$ cat src/inc/stc_pkg.sv
// constants and types of the supply track and sequence controller
package stc_pkg;
   // clock and timing
   localparam longint unsigned CLK_HZ        = 64'd40_000_000;
   localparam longint unsigned GOOD_DELAY_US = 64'd200;
   localparam longint unsigned SEQ_DELAY_US  = 64'd200;
   localparam longint unsigned FAULT_TIME_US = 64'd21_910;
   localparam longint unsigned RETRY_TIME_MS = 64'd350;
   localparam int              TW            = 24;
   // least times, rounded up to whole cycles
   localparam logic [TW-1:0] GOOD_DELAY_CYC =
      TW'((GOOD_DELAY_US * CLK_HZ + 64'd999_999) / 64'd1_000_000);
   localparam logic [TW-1:0] SEQ_DELAY_CYC  =
      TW'((SEQ_DELAY_US * CLK_HZ + 64'd999_999) / 64'd1_000_000);
   localparam logic [TW-1:0] FAULT_TIME_CYC =
      TW'((FAULT_TIME_US * CLK_HZ + 64'd999_999) / 64'd1_000_000);
   localparam logic [TW-1:0] RETRY_TIME_CYC =
      TW'((RETRY_TIME_MS * CLK_HZ + 64'd999) / 64'd1_000);

   // register byte addresses
   localparam logic [7:0] ADDR_STATUS     = 8'h00;
   localparam logic [7:0] ADDR_FAULT_TIME = 8'h04;
   localparam logic [7:0] ADDR_RETRY_TIME = 8'h08;
   localparam logic [7:0] ADDR_GOOD_TIME  = 8'h0C;
   localparam logic [7:0] ADDR_SEQ_TIME   = 8'h10;

   // status field positions
   localparam int STS_STATE_POS  = 0;
   localparam int STS_CH_POS     = 8;
   localparam int STS_DONE_POS   = 12;
   localparam int STS_ACTIVE_POS = 16;
   localparam int STS_PG_POS     = 20;
   localparam int STS_FAULTN_POS = 21;
   localparam int STS_TRACK_POS  = 22;
   localparam int STS_RETRY_POS  = 23;

   // pins and reset values
   localparam int         PIN_W    = 26;
   localparam logic [2:0] PD_ALL   = 3'h7;
   localparam logic [2:0] CH_NONE  = 3'h0;

   typedef enum logic [6:0] {
      ST_OFF   = 7'h01,
      ST_DLY   = 7'h02,
      ST_UP    = 7'h04,
      ST_GOOD  = 7'h08,
      ST_ON    = 7'h10,
      ST_DOWN  = 7'h20,
      ST_FAULT = 7'h40
   } stc_state_t;
endpackage

$ cat src/inc/stc_tmr_if.sv
// timer request and answer between controller and timer
`timescale 1ns/1ps
`default_nettype none
interface stc_tmr_if;
   import stc_pkg::*;
   logic          start;
   logic [TW-1:0] load;
   logic          run;
   logic          done;
   modport ctrl (output start, output load, output run, input done);
   modport tmr  (input start, input load, input run, output done);
endinterface
`default_nettype wire

$ cat src/design/stc_timer.sv
// down-counting period timer
`timescale 1ns/1ps
`default_nettype none
module stc_timer (
   // clock and reset
   input  wire logic clock_i,
   input  wire logic reset_n_i,
   // request and answer
   stc_tmr_if.tmr    tmr
);
   import stc_pkg::*;

   logic [TW-1:0] count_q;

   always_ff @(posedge clock_i or negedge reset_n_i) begin
      if (!reset_n_i)
         count_q <= '0;
      else if (tmr.run && tmr.start)
         count_q <= tmr.load;
      else if (tmr.run && count_q != '0)
         count_q <= count_q - 1'b1;
   end

   // a zero load expires at once
   assign tmr.done = (count_q == '0);
endmodule
`default_nettype wire

$ cat src/design/stc_ctrl.sv
// three-channel supply tracking and sequencing controller
`timescale 1ns/1ps
`default_nettype none
module stc_ctrl #(
   parameter logic [stc_pkg::TW-1:0] GOOD_CYC_P  = stc_pkg::GOOD_DELAY_CYC,
   parameter logic [stc_pkg::TW-1:0] SEQ_CYC_P   = stc_pkg::SEQ_DELAY_CYC,
   parameter logic [stc_pkg::TW-1:0] FAULT_CYC_P = stc_pkg::FAULT_TIME_CYC,
   parameter logic [stc_pkg::TW-1:0] RETRY_CYC_P = stc_pkg::RETRY_TIME_CYC
) (
   // clock, reset, enable
   input  wire logic        clock_i,
   input  wire logic        reset_n_i,
   input  wire logic        ce_i,
   // apb slave
   input  wire logic        psel_i,
   input  wire logic        penable_i,
   input  wire logic        pwrite_i,
   input  wire logic [7:0]  paddr_i,
   input  wire logic [31:0] pwdata_i,
   output logic      [31:0] prdata_o,
   output logic             pready_o,
   output logic             pslverr_o,
   // comparator and strap pins
   input  wire logic        supply_ok_i,
   input  wire logic        enable_i,
   input  wire logic        margin_n_i,
   input  wire logic        track_or_sequence_pick_i,
   input  wire logic        latch_or_retry_pick_i,
   input  wire logic [2:0]  set_ok_i,
   input  wire logic [2:0]  in_grounded_i,
   input  wire logic [2:0]  out_good_i,
   input  wire logic [2:0]  out_low_i,
   input  wire logic [2:0]  out_below_in_i,
   input  wire logic [2:0]  out_slow_i,
   input  wire logic [2:0]  track_err_i,
   // rail drive and flags
   output logic      [2:0]  gate_ramp_o,
   output logic      [2:0]  gate_full_o,
   output logic      [2:0]  pulldown_o,
   output logic             ramp_up_o,
   output logic             ramp_down_o,
   output logic             ramp_hold_o,
   output logic             power_good_flag_o,
   output logic             fault_n_o
);
   import stc_pkg::*;

   function automatic logic [1:0] first_ch(input logic [2:0] m);
      return m[0] ? 2'h0 : (m[1] ? 2'h1 : 2'h2);
   endfunction

   function automatic logic [2:0] chan_bit(input logic [1:0] c);
      return 3'(3'h1 << c);
   endfunction

   ////////////////////////////////////////////////////////////////////////////
   // pin synchronisers

   logic [PIN_W-1:0] sync1_q;
   logic [PIN_W-1:0] sync2_q;
   logic             supply_ok_s;
   logic             enable_s;
   logic             margin_n_s;
   logic             track_or_sequence_pick_s;
   logic             latch_or_retry_pick_s;
   logic [2:0]       set_ok_s;
   logic [2:0]       in_grounded_s;
   logic [2:0]       out_good_s;
   logic [2:0]       out_low_s;
   logic [2:0]       out_below_in_s;
   logic [2:0]       out_slow_s;
   logic [2:0]       track_err_s;

   always_ff @(posedge clock_i or negedge reset_n_i) begin
      if (!reset_n_i) begin
         sync1_q <= '0;
         sync2_q <= '0;
      end else if (ce_i) begin
         sync1_q <= {supply_ok_i, enable_i, margin_n_i, track_or_sequence_pick_i,
                     latch_or_retry_pick_i, set_ok_i, in_grounded_i, out_good_i,
                     out_low_i, out_below_in_i, out_slow_i, track_err_i};
         sync2_q <= sync1_q;
      end
   end

   assign {supply_ok_s, enable_s, margin_n_s, track_or_sequence_pick_s,
           latch_or_retry_pick_s, set_ok_s, in_grounded_s, out_good_s,
           out_low_s, out_below_in_s, out_slow_s, track_err_s} = sync2_q;

   ////////////////////////////////////////////////////////////////////////////
   // state and decode

   stc_state_t    st_q;
   stc_state_t    st_d;
   logic [1:0]    ch_q;
   logic [1:0]    ch_d;
   logic [2:0]    done_q;
   logic [2:0]    done_d;
   logic [TW-1:0] fault_time_q;
   logic [TW-1:0] retry_time_q;
   logic [TW-1:0] good_time_q;
   logic [TW-1:0] seq_time_q;
   logic          pg_q;
   logic          fault_n_q;
   logic          ramp_hold_q;
   logic          ramp_down_q;
   logic [2:0]    gate_ramp_q;
   logic [2:0]    gate_full_q;
   logic [2:0]    pulldown_q;

   stc_tmr_if phase_tmr ();
   stc_tmr_if fault_tmr ();

   wire [2:0] active_w   = ~(in_grounded_s & set_ok_s);
   wire       track_w    = ~track_or_sequence_pick_s;
   wire       retry_w    = latch_or_retry_pick_s;
   wire       mon_w      = margin_n_s;
   wire       start_ok_w = supply_ok_s & enable_s & (&set_ok_s) & (|active_w);
   wire [2:0] ch_bit_w   = chan_bit(ch_q);
   wire [2:0] left_w     = active_w & ~done_q & ~ch_bit_w;
   wire       all_good_w = &(out_good_s | ~active_w);
   wire       all_low_w  = &(out_low_s | ~active_w);
   wire       up_done_w  = track_w ? all_good_w : out_good_s[ch_q];
   wire       trk_bad_w  = mon_w & (|(track_err_s & active_w));
   wire       below_w    = mon_w & (|(out_below_in_s & done_q));
   // power-up must finish inside the fault period
   wire       up_fault_w = (track_w & trk_bad_w) | (mon_w & fault_tmr.done);
   wire       slow_w     = |(out_slow_s & active_w);

   always_comb begin
      st_d   = st_q;
      ch_d   = ch_q;
      done_d = done_q;
      case (st_q)
         ST_OFF: begin
            // outputs must be discharged before a new cycle
            if (start_ok_w && all_low_w) begin
               st_d = ST_DLY;
               ch_d = first_ch(active_w);
            end
         end
         ST_DLY: begin
            if (!start_ok_w)
               st_d = ST_OFF;
            else if (phase_tmr.done)
               st_d = ST_UP;
         end
         ST_UP: begin
            if (!start_ok_w)
               st_d = ST_OFF;
            else if (up_fault_w)
               st_d = ST_FAULT;
            else if (up_done_w && track_w) begin
               st_d   = ST_GOOD;
               done_d = active_w;
            end else if (up_done_w) begin
               st_d   = (left_w != CH_NONE) ? ST_DLY : ST_GOOD;
               done_d = done_q | ch_bit_w;
               ch_d   = first_ch(left_w);
            end
         end
         ST_GOOD: begin
            if (!start_ok_w)
               st_d = ST_OFF;
            else if (below_w)
               st_d = ST_FAULT;
            else if (phase_tmr.done)
               st_d = ST_ON;
         end
         ST_ON: begin
            if (!supply_ok_s)
               st_d = ST_OFF;
            else if (below_w)
               st_d = ST_FAULT;
            else if (!enable_s)
               st_d = ST_DOWN;
         end
         ST_DOWN: begin
            if (!supply_ok_s || all_low_w)
               st_d = ST_OFF;
            else if (trk_bad_w)
               st_d = ST_FAULT;
         end
         ST_FAULT: begin
            // latch-off needs the request to drop first
            if (retry_w ? (phase_tmr.done && all_low_w) : !enable_s)
               st_d = ST_OFF;
         end
         default: st_d = ST_OFF;
      endcase
      if (st_d == ST_OFF || st_d == ST_FAULT)
         done_d = CH_NONE;
   end

   ////////////////////////////////////////////////////////////////////////////
   // timers

   wire enter_w = (st_d != st_q);

   assign phase_tmr.start = enter_w & (st_d == ST_DLY || st_d == ST_GOOD || st_d == ST_FAULT);
   assign phase_tmr.load  = (st_d == ST_DLY) ? seq_time_q :
                            (st_d == ST_GOOD) ? good_time_q : retry_time_q;
   assign phase_tmr.run   = ce_i;
   assign fault_tmr.start = enter_w & (st_d == ST_UP);
   assign fault_tmr.load  = fault_time_q;
   assign fault_tmr.run   = ce_i;

   stc_timer u_phase_tmr (
      .clock_i   (clock_i),
      .reset_n_i (reset_n_i),
      .tmr       (phase_tmr.tmr)
   );

   stc_timer u_fault_tmr (
      .clock_i   (clock_i),
      .reset_n_i (reset_n_i),
      .tmr       (fault_tmr.tmr)
   );

   ////////////////////////////////////////////////////////////////////////////
   // output decode

   // completed channels stay enhanced through the delay before the next channel
   wire       run_w       = (st_d == ST_DLY || st_d == ST_UP || st_d == ST_GOOD || st_d == ST_ON);
   wire [2:0] up_gates_w  = track_w ? active_w : chan_bit(ch_d);
   wire [2:0] gate_ramp_d = (st_d == ST_UP) ? up_gates_w :
                            (st_d == ST_DOWN) ? active_w : CH_NONE;
   wire [2:0] gate_full_d = run_w ? (done_d & active_w) : CH_NONE;
   wire [2:0] pulldown_d  = (st_d == ST_FAULT || st_d == ST_OFF) ? PD_ALL : CH_NONE;
   wire       ramp_up_d   = (st_d == ST_UP) & track_w;
   wire       ramp_down_d = (st_d == ST_DOWN);
   wire       ramp_hold_d = (ramp_up_d | ramp_down_d) & slow_w;
   wire       pg_d        = mon_w ? (st_d == ST_ON) : pg_q;
   wire       fault_n_d   = mon_w ? (st_d != ST_FAULT) : fault_n_q;

   always_ff @(posedge clock_i or negedge reset_n_i) begin
      if (!reset_n_i) begin
         st_q        <= ST_OFF;
         ch_q        <= 2'h0;
         done_q      <= CH_NONE;
         gate_ramp_q <= CH_NONE;
         gate_full_q <= CH_NONE;
         pulldown_q  <= PD_ALL;
         ramp_up_o   <= 1'b0;
         ramp_down_q <= 1'b0;
         ramp_hold_q <= 1'b0;
         pg_q        <= 1'b0;
         fault_n_q   <= 1'b1;
      end else if (ce_i) begin
         st_q        <= st_d;
         ch_q        <= ch_d;
         done_q      <= done_d;
         gate_ramp_q <= gate_ramp_d;
         gate_full_q <= gate_full_d;
         pulldown_q  <= pulldown_d;
         ramp_up_o   <= ramp_up_d;
         ramp_down_q <= ramp_down_d;
         ramp_hold_q <= ramp_hold_d;
         pg_q        <= pg_d;
         fault_n_q   <= fault_n_d;
      end
   end

   assign gate_ramp_o       = gate_ramp_q;
   assign gate_full_o       = gate_full_q;
   assign pulldown_o        = pulldown_q;
   assign ramp_down_o       = ramp_down_q;
   assign ramp_hold_o       = ramp_hold_q;
   assign power_good_flag_o = pg_q;
   assign fault_n_o         = fault_n_q;

   ////////////////////////////////////////////////////////////////////////////
   // apb registers, zero wait states; the bus stays live while ce_i is low

   logic [31:0] status_w;

   always_comb begin
      status_w                                     = '0;
      status_w[STS_STATE_POS +: 7]                 = st_q;
      status_w[STS_CH_POS +: 2]                    = ch_q;
      status_w[STS_DONE_POS +: 3]                  = done_q;
      status_w[STS_ACTIVE_POS +: 3]                = active_w;
      status_w[STS_PG_POS]                         = pg_q;
      status_w[STS_FAULTN_POS]                     = fault_n_q;
      status_w[STS_TRACK_POS]                      = track_w;
      status_w[STS_RETRY_POS]                      = retry_w;
   end

   wire        setup_w = psel_i & ~penable_i;
   wire        wr_w    = psel_i & penable_i & pwrite_i & pready_o;
   wire        hit_w   = (paddr_i == ADDR_STATUS) || (paddr_i == ADDR_FAULT_TIME) ||
                         (paddr_i == ADDR_RETRY_TIME) || (paddr_i == ADDR_GOOD_TIME) ||
                         (paddr_i == ADDR_SEQ_TIME);
   wire [31:0] rd_w    = (paddr_i == ADDR_STATUS) ? status_w :
                         (paddr_i == ADDR_FAULT_TIME) ? {8'h00, fault_time_q} :
                         (paddr_i == ADDR_RETRY_TIME) ? {8'h00, retry_time_q} :
                         (paddr_i == ADDR_GOOD_TIME) ? {8'h00, good_time_q} :
                         (paddr_i == ADDR_SEQ_TIME) ? {8'h00, seq_time_q} : 32'h0000_0000;

   always_ff @(posedge clock_i or negedge reset_n_i) begin
      if (!reset_n_i) begin
         prdata_o     <= 32'h0000_0000;
         pready_o     <= 1'b0;
         pslverr_o    <= 1'b0;
         fault_time_q <= FAULT_CYC_P;
         retry_time_q <= RETRY_CYC_P;
         good_time_q  <= GOOD_CYC_P;
         seq_time_q   <= SEQ_CYC_P;
      end else begin
         pready_o <= 1'b1;
         if (setup_w) begin
            prdata_o  <= rd_w;
            pslverr_o <= ~hit_w;
         end
         if (wr_w && paddr_i == ADDR_FAULT_TIME)
            fault_time_q <= pwdata_i[TW-1:0];
         if (wr_w && paddr_i == ADDR_RETRY_TIME)
            retry_time_q <= pwdata_i[TW-1:0];
         if (wr_w && paddr_i == ADDR_GOOD_TIME)
            good_time_q <= pwdata_i[TW-1:0];
         if (wr_w && paddr_i == ADDR_SEQ_TIME)
            seq_time_q <= pwdata_i[TW-1:0];
      end
   end
endmodule
`default_nettype wire

$ cat config.mk
export PLATFORM = sky130hd
export DESIGN_NAME = stc_ctrl
export DESIGN_NICKNAME = d
export VERILOG_FILES = /design/src/inc/stc_pkg.sv /design/src/inc/stc_tmr_if.sv /design/src/design/stc_timer.sv /design/src/design/stc_ctrl.sv
export SDC_FILE = /design/constraint.sdc
export NUM_CORES = 1
export LEC_CHECK = 0
export ABC_AREA = 0
export ABC_CLOCK_PERIOD_IN_PS = 3800
export BUFFER_PORTS_ARGS = -buffer_cell sky130_fd_sc_hd__buf_2
export CAP_MARGIN = 20
export CORE_MARGIN = 2
export CORE_UTILIZATION = 30
export DETAILED_ROUTE_END_ITERATION = 7
export PLACE_DENSITY = 0.56
export RECOVER_POWER = 100
export SETUP_SLACK_MARGIN = 0.1
export SLEW_MARGIN = 20
export SYNTH_ARGS = -nofsm -noshare
export SYNTH_HDL_FRONTEND = slang
export SYNTH_SLANG_ARGS = --single-unit
$ cat constraint.sdc
create_clock -name clock_i -period 3.8 [get_ports clock_i]
set_input_delay 0.57 -clock clock_i [delete_from_list [all_inputs] [get_ports clock_i]]
set_output_delay 0.57 -clock clock_i [all_outputs]
set_load 0.01 [all_outputs]
---- Word-level counts from Yosys, hierarchy flattened ----
Cells that the tools add are included.
operators by class
  multiplexer cells ....................... 54
  add/sub/neg operators ................... 2
  bitwise operators ....................... 34
  shift-type cells ........................ 2
  reduce and logical (&&, ||, !) cells .... 40
  eq/ne operators ......................... 20
  order comparisons ....................... 1
operators by type and width
  cell                   number
  $mux 24                11
  $mux 7                 16
  $pmux 7 s7             1
  $logic_not 24->1       2
  $reduce_bool 24->1     2
  $sub 24x1->24 const B  2
  $mux 3                 11
  $and 3x3->3            7
  $mux 2                 9
  $eq 8x4->1 const B     2
  $and 1x1->1            15
  $eq 7x1->1 const B     2
  $eq 7x2->1 const B     2
  $eq 7x3->1 const B     2
  $eq 7x4->1 const B     2
  $eq 7x5->1 const B     2
  $eq 7x6->1 const B     2
  $eq 7x7->1 const B     2
  $not 3->3              4
  $reduce_or 3->1        4
  $logic_and 1x1->1      11
  $logic_or 1x1->1       11
  $or 3x3->3             3
  $reduce_and 3->1       3
  other kinds (17)       25
word-level totals
  logic and storage cells ................. 175
  input bits .............................. 72
  output and inout bits ................... 48
  register bits ........................... 256

---- Logic depth before layout (Yosys ltp) ----
Gate-level depths: netlist (run 1).
  depth after elaboration ................. 17
  depth in mapped cells ................... 12

---- Cells and area by module ----
Synthesis (run 1) repeated with hierarchy kept, for this count alone.
unflattened totals
  cells, all modules ...................... 1270
  area total of the unflattened synthesis .. 13238.9 um^2
by module, submodules not included
  module                    instances  area each (um^2)  cells each
  stc_ctrl                  1          9849.4            869
  stc_timer at u_phase_tmr  1          1731.7            204
  stc_timer at u_fault_tmr  1          1657.8            197

---- Least setup slack after synthesis (run 1) ----
Ideal clock, no wire load.
  kind .................................... flip-flop to flip-flop
  start ................................... reg u_fault_tmr.count_q[6]
  end ..................................... reg u_fault_tmr.count_q[10]
  data required time ...................... 3.675 ns
  setup slack ............................. 0.790 ns
  buffers on the path ..................... 1
  stages on the path, launching flop included .. 10
  period minus slack after synthesis ...... 3.010 ns
  data arrival time ....................... 2.885 ns
  cell sequence ........................... dfrtp_1 or4_4 nor4b_4 nand4_1 nand4_1 nand3_1 or4b_4 o221ai_4 buf_12 mux2_4
on the way
  word-level cells in the longest chain between the ends .. 10
  elaborated cells on any way between the ends .. 16
ends and longest elaborated chain
  item                                          RTL line                          source
  start: declaration                            stc_timer.sv:13                   logic [TW-1:0] count_q;
  start signal: assignment                      stc_timer.sv:19                   count_q <= tmr.load;
  start signal: assignment                      stc_timer.sv:21                   count_q <= count_q - 1'b1;
  $logic_not 24->1                              stc_timer.sv:25                   assign tmr.done = (count_q == '0);
  $and 1x1->1                                   stc_ctrl.sv:127                   wire up_fault_w = (track_w & trk_bad_w) | (mon_w & fault_tmr.done);
  $or 1x1->1                                    stc_ctrl.sv:127
  $mux 7                                        stc_ctrl.sv:151                   else if (up_fault_w)
  $mux 7                                        stc_ctrl.sv:149                   if (!start_ok_w)
  $pmux 7 s7                                    stc_ctrl.sv:134                   case (st_q)
  $ne 7x7->1 or $eq 7x3->1 (tied branches)      stc_ctrl.sv:198, stc_ctrl.sv:204
  $and 1x1->1                                   stc_ctrl.sv:204                   assign fault_tmr.start = enter_w & (st_d == ST_UP);
  $logic_and 1x1->1                             stc_timer.sv:18                   else if (tmr.run && tmr.start)
  $mux 24 or $reduce_bool 2->1 (tied branches)  -
Parallel ways exist; a longest one is shown, timed or not. The select of a mux whose other input is x is not followed.
A chain may end at the register's enable or synchronous reset.

---- Final worst setup path (run 1) ----
  start ................................... reg u_phase_tmr.count_q[0]
  end ..................................... reg u_fault_tmr.count_q[0]
on the way
  word-level cells in the longest chain between the ends .. 9
  elaborated cells on any way between the ends .. 16
ends and longest elaborated chain
  item                                          RTL line
  start: declaration                            stc_timer.sv:13
  start signal: assignment                      stc_timer.sv:19
  start signal: assignment                      stc_timer.sv:21
  $logic_not 24->1 *                            stc_timer.sv:25
  $mux 7 or $logic_and 1x1->1 (tied branches)   stc_ctrl.sv:167, stc_ctrl.sv:186
  $mux 7 or $mux 1 (tied branches)              stc_ctrl.sv:165, stc_ctrl.sv:186
  $mux 7 (on tied branches)                     stc_ctrl.sv:163, stc_ctrl.sv:186
  $pmux 7 s7 *                                  stc_ctrl.sv:134
  $ne 7x7->1 or $eq 7x3->1 (tied branches)      stc_ctrl.sv:198, stc_ctrl.sv:204
  $and 1x1->1 *                                 stc_ctrl.sv:204
  $logic_and 1x1->1 *                           stc_timer.sv:18
  $mux 24 or $reduce_bool 2->1 (tied branches)  -
Mark *: on every way between the ends. The rest lies on a longest branch, timed or not.

==> flow_summary.ini, run 1 <==
[run_status]
status = complete, but fails checks
violations = capacitance limit, slew limit

[synthesis]
yosys_most_used_dff = dfrtp_1
synth_top_area_cell = dfrtp_1
yosys_warnings = 0
syn_inst = 1151
synth_cell_types = 76
synth.most_common_cell = dfrtp_1
synth_seq_cells = 246
synthTopCellsByArea = dfrtp_1, mux2_2, dfstp_2, mux2i_1, a21oi_1
ys_seq_area_frac = 0.488
synth-edff-count = 0
syn_area_sq_um = 12700
syn_avg_cell_area_sq_um = 11.0
synth_commonest_cells = dfrtp_1, mux2_2, a21oi_1
netlist.area_leader.share = 0.407
async_flop_share = 1.00

[sta]
finalSetupViolCount = 0
skew_ns = 0.0171
tightest_slew_ns = 1.87
slew_viol_final = 151
setup-tns-final_ns = 0
rsz0062_at_grt = false
maxSlewHeadroom = -0.246
fmax_mhz = 290
period_minus_slack_ns = 3.45
finalCritPeriodShare = 0.909
finalHoldViolCount = 0

[setup_path]
path_buf_inv = 3
crit_chain = inv_1, ha_1, nor4b_1, nand3b_1, nor4_1, or3_1, a21boi_1, or4b_4, o221ai_4, buf_12, buf_4, mux2_2
cpPeakStageDelay_ns = 0.58
crit_cells = 12
startpoint_type = flop
startpoint = u_phase_tmr.count_q[0]
slowest_stage = or4b_4
cp_max_fo = 6
r2r_end = u_fault_tmr.count_q[0]
cp_data_arrival_time_ns = 3.89
worst-setup-path-type = flop to flop
worst_setup_path_end_kind = flop
required_ns = 4.23
rr_startpoint = u_phase_tmr.count_q[0]
rrSetupSlack_ns = 0.35
cp_top_family = simple AND/OR/NAND/NOR gates
reg2reg_depth = 12

[pwr]
ir_drop_v = 0.000448
p_clk_frac = 0.387
swShare = 0.286
p_seq_frac = 0.443
p_int_w = 0.00536
switching_power_w = 0.00215
p_comb_frac = 0.170
p_per_area_nw_per_um2 = 507
p_leak_nw = 6.57

[clock_network]
clk_pin_slew_worst_paths_ns = 0.06
cts_made_buffers = 27
root_buffer = clkbuf_16
cts_sinks = 246
clk_path_buf_depth = 3
ctsHtreeMaxLevel = 1
cts_tree = built
insertion_delay_ns = 0.56

[placed_design]
routabilityCongestion = 0.883
port_buffers = 103
dp.cells = 1762
dp_hpwl_mm = 24.7

[grt]
grt-ovfl-total = 0
grt_pass1_wl_mm = 55.3
antenna_found_initial = 0
grt_pass1_vias = 9511
grtUsageTotal = 0.160
grt_max_degree = 95

[final_layout]
utilization = 0.354
synthToLayoutAreaGrowth_pct = 16.5
fin_cells = 1819
num-fill-cells = 4260
drive_gt1_frac = 0.285
nets = 1333

[detailed_routing]
route.detailed.wl_per_inst_microns = 19.6
drc = 0
post_drt_via_cell_ratio = 5.24
drtIter0Drc = 757
ant_nets = 0
dr.pass1.iters = 6
vias = 9527
wirelength_mm = 35.6

[die]
io_pins = 120
num_rows = 75
die_h_microns = 210
core_area_sq_um = 41900
die_x_microns = 210
initial_core_util = 0.304
die_area_sq_um = 44100

[hold_path]
hp-start = latch_or_retry_pick_i
hold_depth = 2
hold_end = sync1_q[21]
hold_class = input port to flop

[flow_run]
maxCapViolCount = 2
-- area by class of cell --
| type | count | area [sq um] | area share |
|---|---|---|---|
| Multi-Input combinational cell | 807 | 6010 | 0.405 |
| Sequential cell | 246 | 6200 | 0.419 |
| Antenna cell | 1 | 2.50 | 0.000169 |
| Clock inverter | 10 | 183 | 0.0123 |
| Clock buffer | 40 | 795 | 0.0536 |
| Inverter | 24 | 90.1 | 0.00608 |
| Tap cell | 539 | 674 | 0.0455 |
| Timing Repair Buffer | 152 | 862 | 0.0582 |
-- layout by cell type (no fill, tap or decap), types with 6 or more instances in the layout --
cell	synthesis	routed
dfstp_2	39	37
buf_4	14	32
buf_2	13	63
o41ai_1	6	6
inv_1	24	24
mux2i_1	44	44
nor3_1	25	25
o21ai_0	38	38
mux2_4	19	6
clkbuf_16	0	27
nand2b_1	7	6
xor2_1	22	22
clkbuf_1	50	53
a222oi_1	21	21
a221oi_1	6	6
nor2_1	70	70
a211oi_1	6	6
and3_1	9	9
nor4b_1	6	6
dfrtp_1	207	207
mux2_1	0	14
a21oi_1	87	87
nor4_1	24	24
nand3_1	53	53
mux2_2	154	153
xnor2_1	26	26
conb_1	2	9
clkbuf_8	0	7
nand4_1	11	11
nand2_1	62	62
-- flip-flops by register name, summed over array words and instances (netlist names), 7 cells and up --
name	count
good_time_q	24
u_fault_tmr.count_q	24
sync1_q	26
u_phase_tmr.count_q	24
fault_time_q	24
retry_time_q	24
st_q	7
prdata_o	24
seq_time_q	24
sync2_q	26
-- worst register-to-register path, stage by stage, from the launching register on --
cell and delay, ns:
dfrtp_1 0.37, inv_1 0.08, ha_1 0.22, nor4b_1 0.16
nand3b_1 0.28, nor4_1 0.14, or3_1 0.42, a21boi_1 0.15
or4b_4 0.58, o221ai_4 0.27, buf_12 0.16, buf_4 0.16
mux2_2 0.34
-- worst max path at each step --
stage                                         end  slack (ns)
after floorplan           u_fault_tmr.count_q[10]        0.79
after global placement    u_fault_tmr.count_q[19]        0.25
after detailed placement  u_fault_tmr.count_q[19]        0.25
after CTS                 u_fault_tmr.count_q[19]        0.20
after global routing       u_fault_tmr.count_q[7]        0.12
final                      u_fault_tmr.count_q[0]        0.35
-- metal layers --
metal,share of wire,vias to the layer above,track usage
li1,-,4443,-
met1,0.46,4703,0.227
met5,0,-,0
met3,0.054,67,0.0236
met4,0.024,0,0.0421
met2,0.46,314,0.255
-- power by group through the flow --
stage               registers (W)  clock network (W)  logic [W]
floorplan                 0.00326                  0    0.00101
finish                    0.00333            0.00291    0.00128
global route              0.00337            0.00308    0.00142
detailed placement        0.00336                  0    0.00132
CTS                       0.00332            0.00297    0.00133
global placement          0.00336                  0    0.00130
-- cells by family (layout without fill, tap and decap cells) --
group,after synthesis,count (layout),share of synthesized area
adder cells (fa/ha/maj),3,3,0.00295
AO/OA/AOI/OAI,212,212,0.111
multiplexers,217,217,0.193
AND/OR/NAND/NOR,318,318,0.132
other,2,10,0.000591
buffers and inverters,105,226,0.0390
flip-flops,246,246,0.488
XOR/XNOR,48,48,0.0331
-- per-stage QoR --
step	hold WS [ns]	setup WS, ns	total power, W	cell area [sq um]
global route	0.241	0.125	0.00787	14800
CTS	0.229	0.197	0.00762	14900
finish	0.249	0.347	0.00751	14800
detailed placement	0.461	0.252	0.00468	14000
floorplan	0.274	0.790	0.00427	12700
global placement	0.456	0.249	0.00466	14000
-- timing repair --
action                     4_1_cts  5_1_grt
setup buffers                    0        5
setup endpoints to repair        0       11
gates resized for setup          0        2
hold buffers                     1        0
hold endpoints to repair        31        0
Power figures use the tool's default switching activity.
==> run 2, diff against run 1 <==
==> constraint.sdc (replaced) <==
create_clock -name clock_i -period 3.8 [get_ports clock_i]
set_input_delay 0.57 -clock clock_i [delete_from_list [all_inputs] [get_ports clock_i]]
set_output_delay 0.57 -clock clock_i [all_outputs]
set_load 0.005 [all_outputs]
==> flow_summary.ini, run 2 (synthesized netlist as in run 1, its figures left out) <==
[run_status]
status = complete, but fails checks
violations = DRC, capacitance limit, slew limit

[setup_path]
slowest_stage = or4b_4
cpPeakStageDelay_ns = 0.57
required_ns = 4.23
cp_top_family = simple AND/OR/NAND/NOR gates
cp_max_fo = 6
cp_data_arrival_time_ns = 3.90
path_buf_inv = 3
worst_setup_path_end_kind = flop
worst-setup-path-type = flop to flop
crit_chain = inv_1, ha_1, nor4b_1, nand3b_1, nor4_1, or3_1, a21boi_1, or4b_4, o221ai_4, buf_12, buf_4, mux2_2
startpoint_type = flop

[sta]
skew_ns = 0.0170
fmax_mhz = 288
setup_slack_ns = 0.330
finalSetupViolCount = 0
finalHoldViolCount = 0
maxSlewHeadroom = -0.236
slew_viol_final = 151
rsz0062_at_grt = false
holdWs_ns = 0.249
setup-tns-final_ns = 0
finalCritPeriodShare = 0.913
tightest_slew_ns = 1.85
period_minus_slack_ns = 3.47

[detailed_routing]
post_drt_via_cell_ratio = 5.26
vias = 9560
dr.pass1.iters = 8
wirelength_mm = 35.6
route.detailed.wl_per_inst_microns = 19.6
ant_nets = 0
drtIter0Drc = 795
drc = 3

[final_layout]
synthToLayoutAreaGrowth_pct = 16.6
nets = 1333
final_common_cell = dfrtp_1
design_area_sq_um = 14800
drive_gt1_frac = 0.294
final_cell_mix = dfrtp_1, mux2_2, a21oi_1
antennaDiodeCount = 0
top_regs = sync1_q: 26 flops, sync2_q: 26 flops

[die]
die_area_sq_um = 44100
num_rows = 75
initial_core_util = 0.304
die_h_microns = 210
die_x_microns = 210
io_pins = 120
core_area_sq_um = 41900

[grt]
grt_max_degree = 95
grt_pass1_vias = 9511
antenna_found_initial = 0
grt-ovfl-total = 0
top_usage_layer = met2
grt_pass1_wl_mm = 55.3
use_met3 = 0.0236
grt_util_met1 = 0.227
grtUsageTotal = 0.160
grt_use_met2 = 0.255

[placed_design]
postPlaceCellArea_sq_um = 14000
routabilityCongestion = 0.883
pre_cts_slack_ns = 0.252
port_buffers = 103
dp_hpwl_mm = 24.7

[clock_network]
cts_sinks = 246
cts_made_buffers = 27
insertion_delay_ns = 0.56
ctsHtreeMaxLevel = 1
root_buffer = clkbuf_16
cts_tree = built
clk_path_buf_depth = 3
clk_pin_slew_worst_paths_ns = 0.06

[pwr]
p_leak_nw = 6.61
p_per_area_nw_per_um2 = 506
p_comb_frac = 0.169
p_seq_frac = 0.443
ir_drop_v = 0.000448
swShare = 0.285
p_int_w = 0.00536
switching_power_w = 0.00214
p_clk_frac = 0.388

[hold_path]
hold_class = input port to flop

[flow_run]
maxCapViolCount = 2
==> run 2: cell count changes in the layout (fill, tap and decap cells not counted), sizes merged <==
| cell | before | now |
|---|---|---|
| clkbuf | 91 | 79 |
| buf | 100 | 112 |
| diode | 1 | 0 |
==> run 2: worst paths after layout <==
path | from | to | slack, ns | cells past startpoint
max | u_phase_tmr.count_q[0] | u_fault_tmr.count_q[0] | 0.33 | 12
min | latch_or_retry_pick_i | sync1_q[21] | 0.25 | 2
max reg2reg | u_phase_tmr.count_q[0] | u_fault_tmr.count_q[0] | 0.33 | 12
min reg2reg | pslverr_o | pslverr_o | 0.47 | 2
max in group asynchronous | reset_n_i | pulldown_o[1] | 1.48 | 3
min in group asynchronous | reset_n_i | retry_time_q[19] | 1.03 | 2
==> run 2: area by class of cell <==
cell class / count / area [sq um]
Inverter: 24 / 90.1
Fill cell: 4255 / 27000
Sequential cell: 246 / 6200
Multi-Input combinational cell: 807 / 6010
Clock buffer: 40 / 795
Tap cell: 539 / 674
Clock inverter: 10 / 183
Timing Repair Buffer: 152 / 876
==> run 2: per-stage QoR <==
step | power (W) | utilization | instances
after CTS | 0.00762 | 0.357 | 1813
after global placement | 0.00465 | 0.334 | 1762
after global routing | 0.00786 | 0.354 | 1818
after floorplan | 0.00427 | - | 1158
after detailed placement | 0.00468 | 0.334 | 1762
final | 0.00751 | 0.354 | 1818
==> run 2: repair_timing <==
action / CTS / global route
hold buffers: 1 / 0
gates resized for setup: 0 / 2
endpoints found under the hold margin: 31 / 0
setup endpoints to repair: 0 / 11
setup buffers: 0 / 5
==> run 2: per-layer routing <==
metal,up-vias,share of wire
li1,4444,-
met3,63,0.054
met2,292,0.46
met4,0,0.023
met1,4761,0.46
met5,-,0
==> run 2: power by group through the flow <==
stage	clock [W]	combinational (W)	sequential, W
global route	0.00308	0.00141	0.00337
global placement	0	0.00129	0.00336
detailed placement	0	0.00132	0.00336
finish	0.00291	0.00127	0.00333
floorplan	0	0.00101	0.00326
CTS	0.00297	0.00132	0.00332
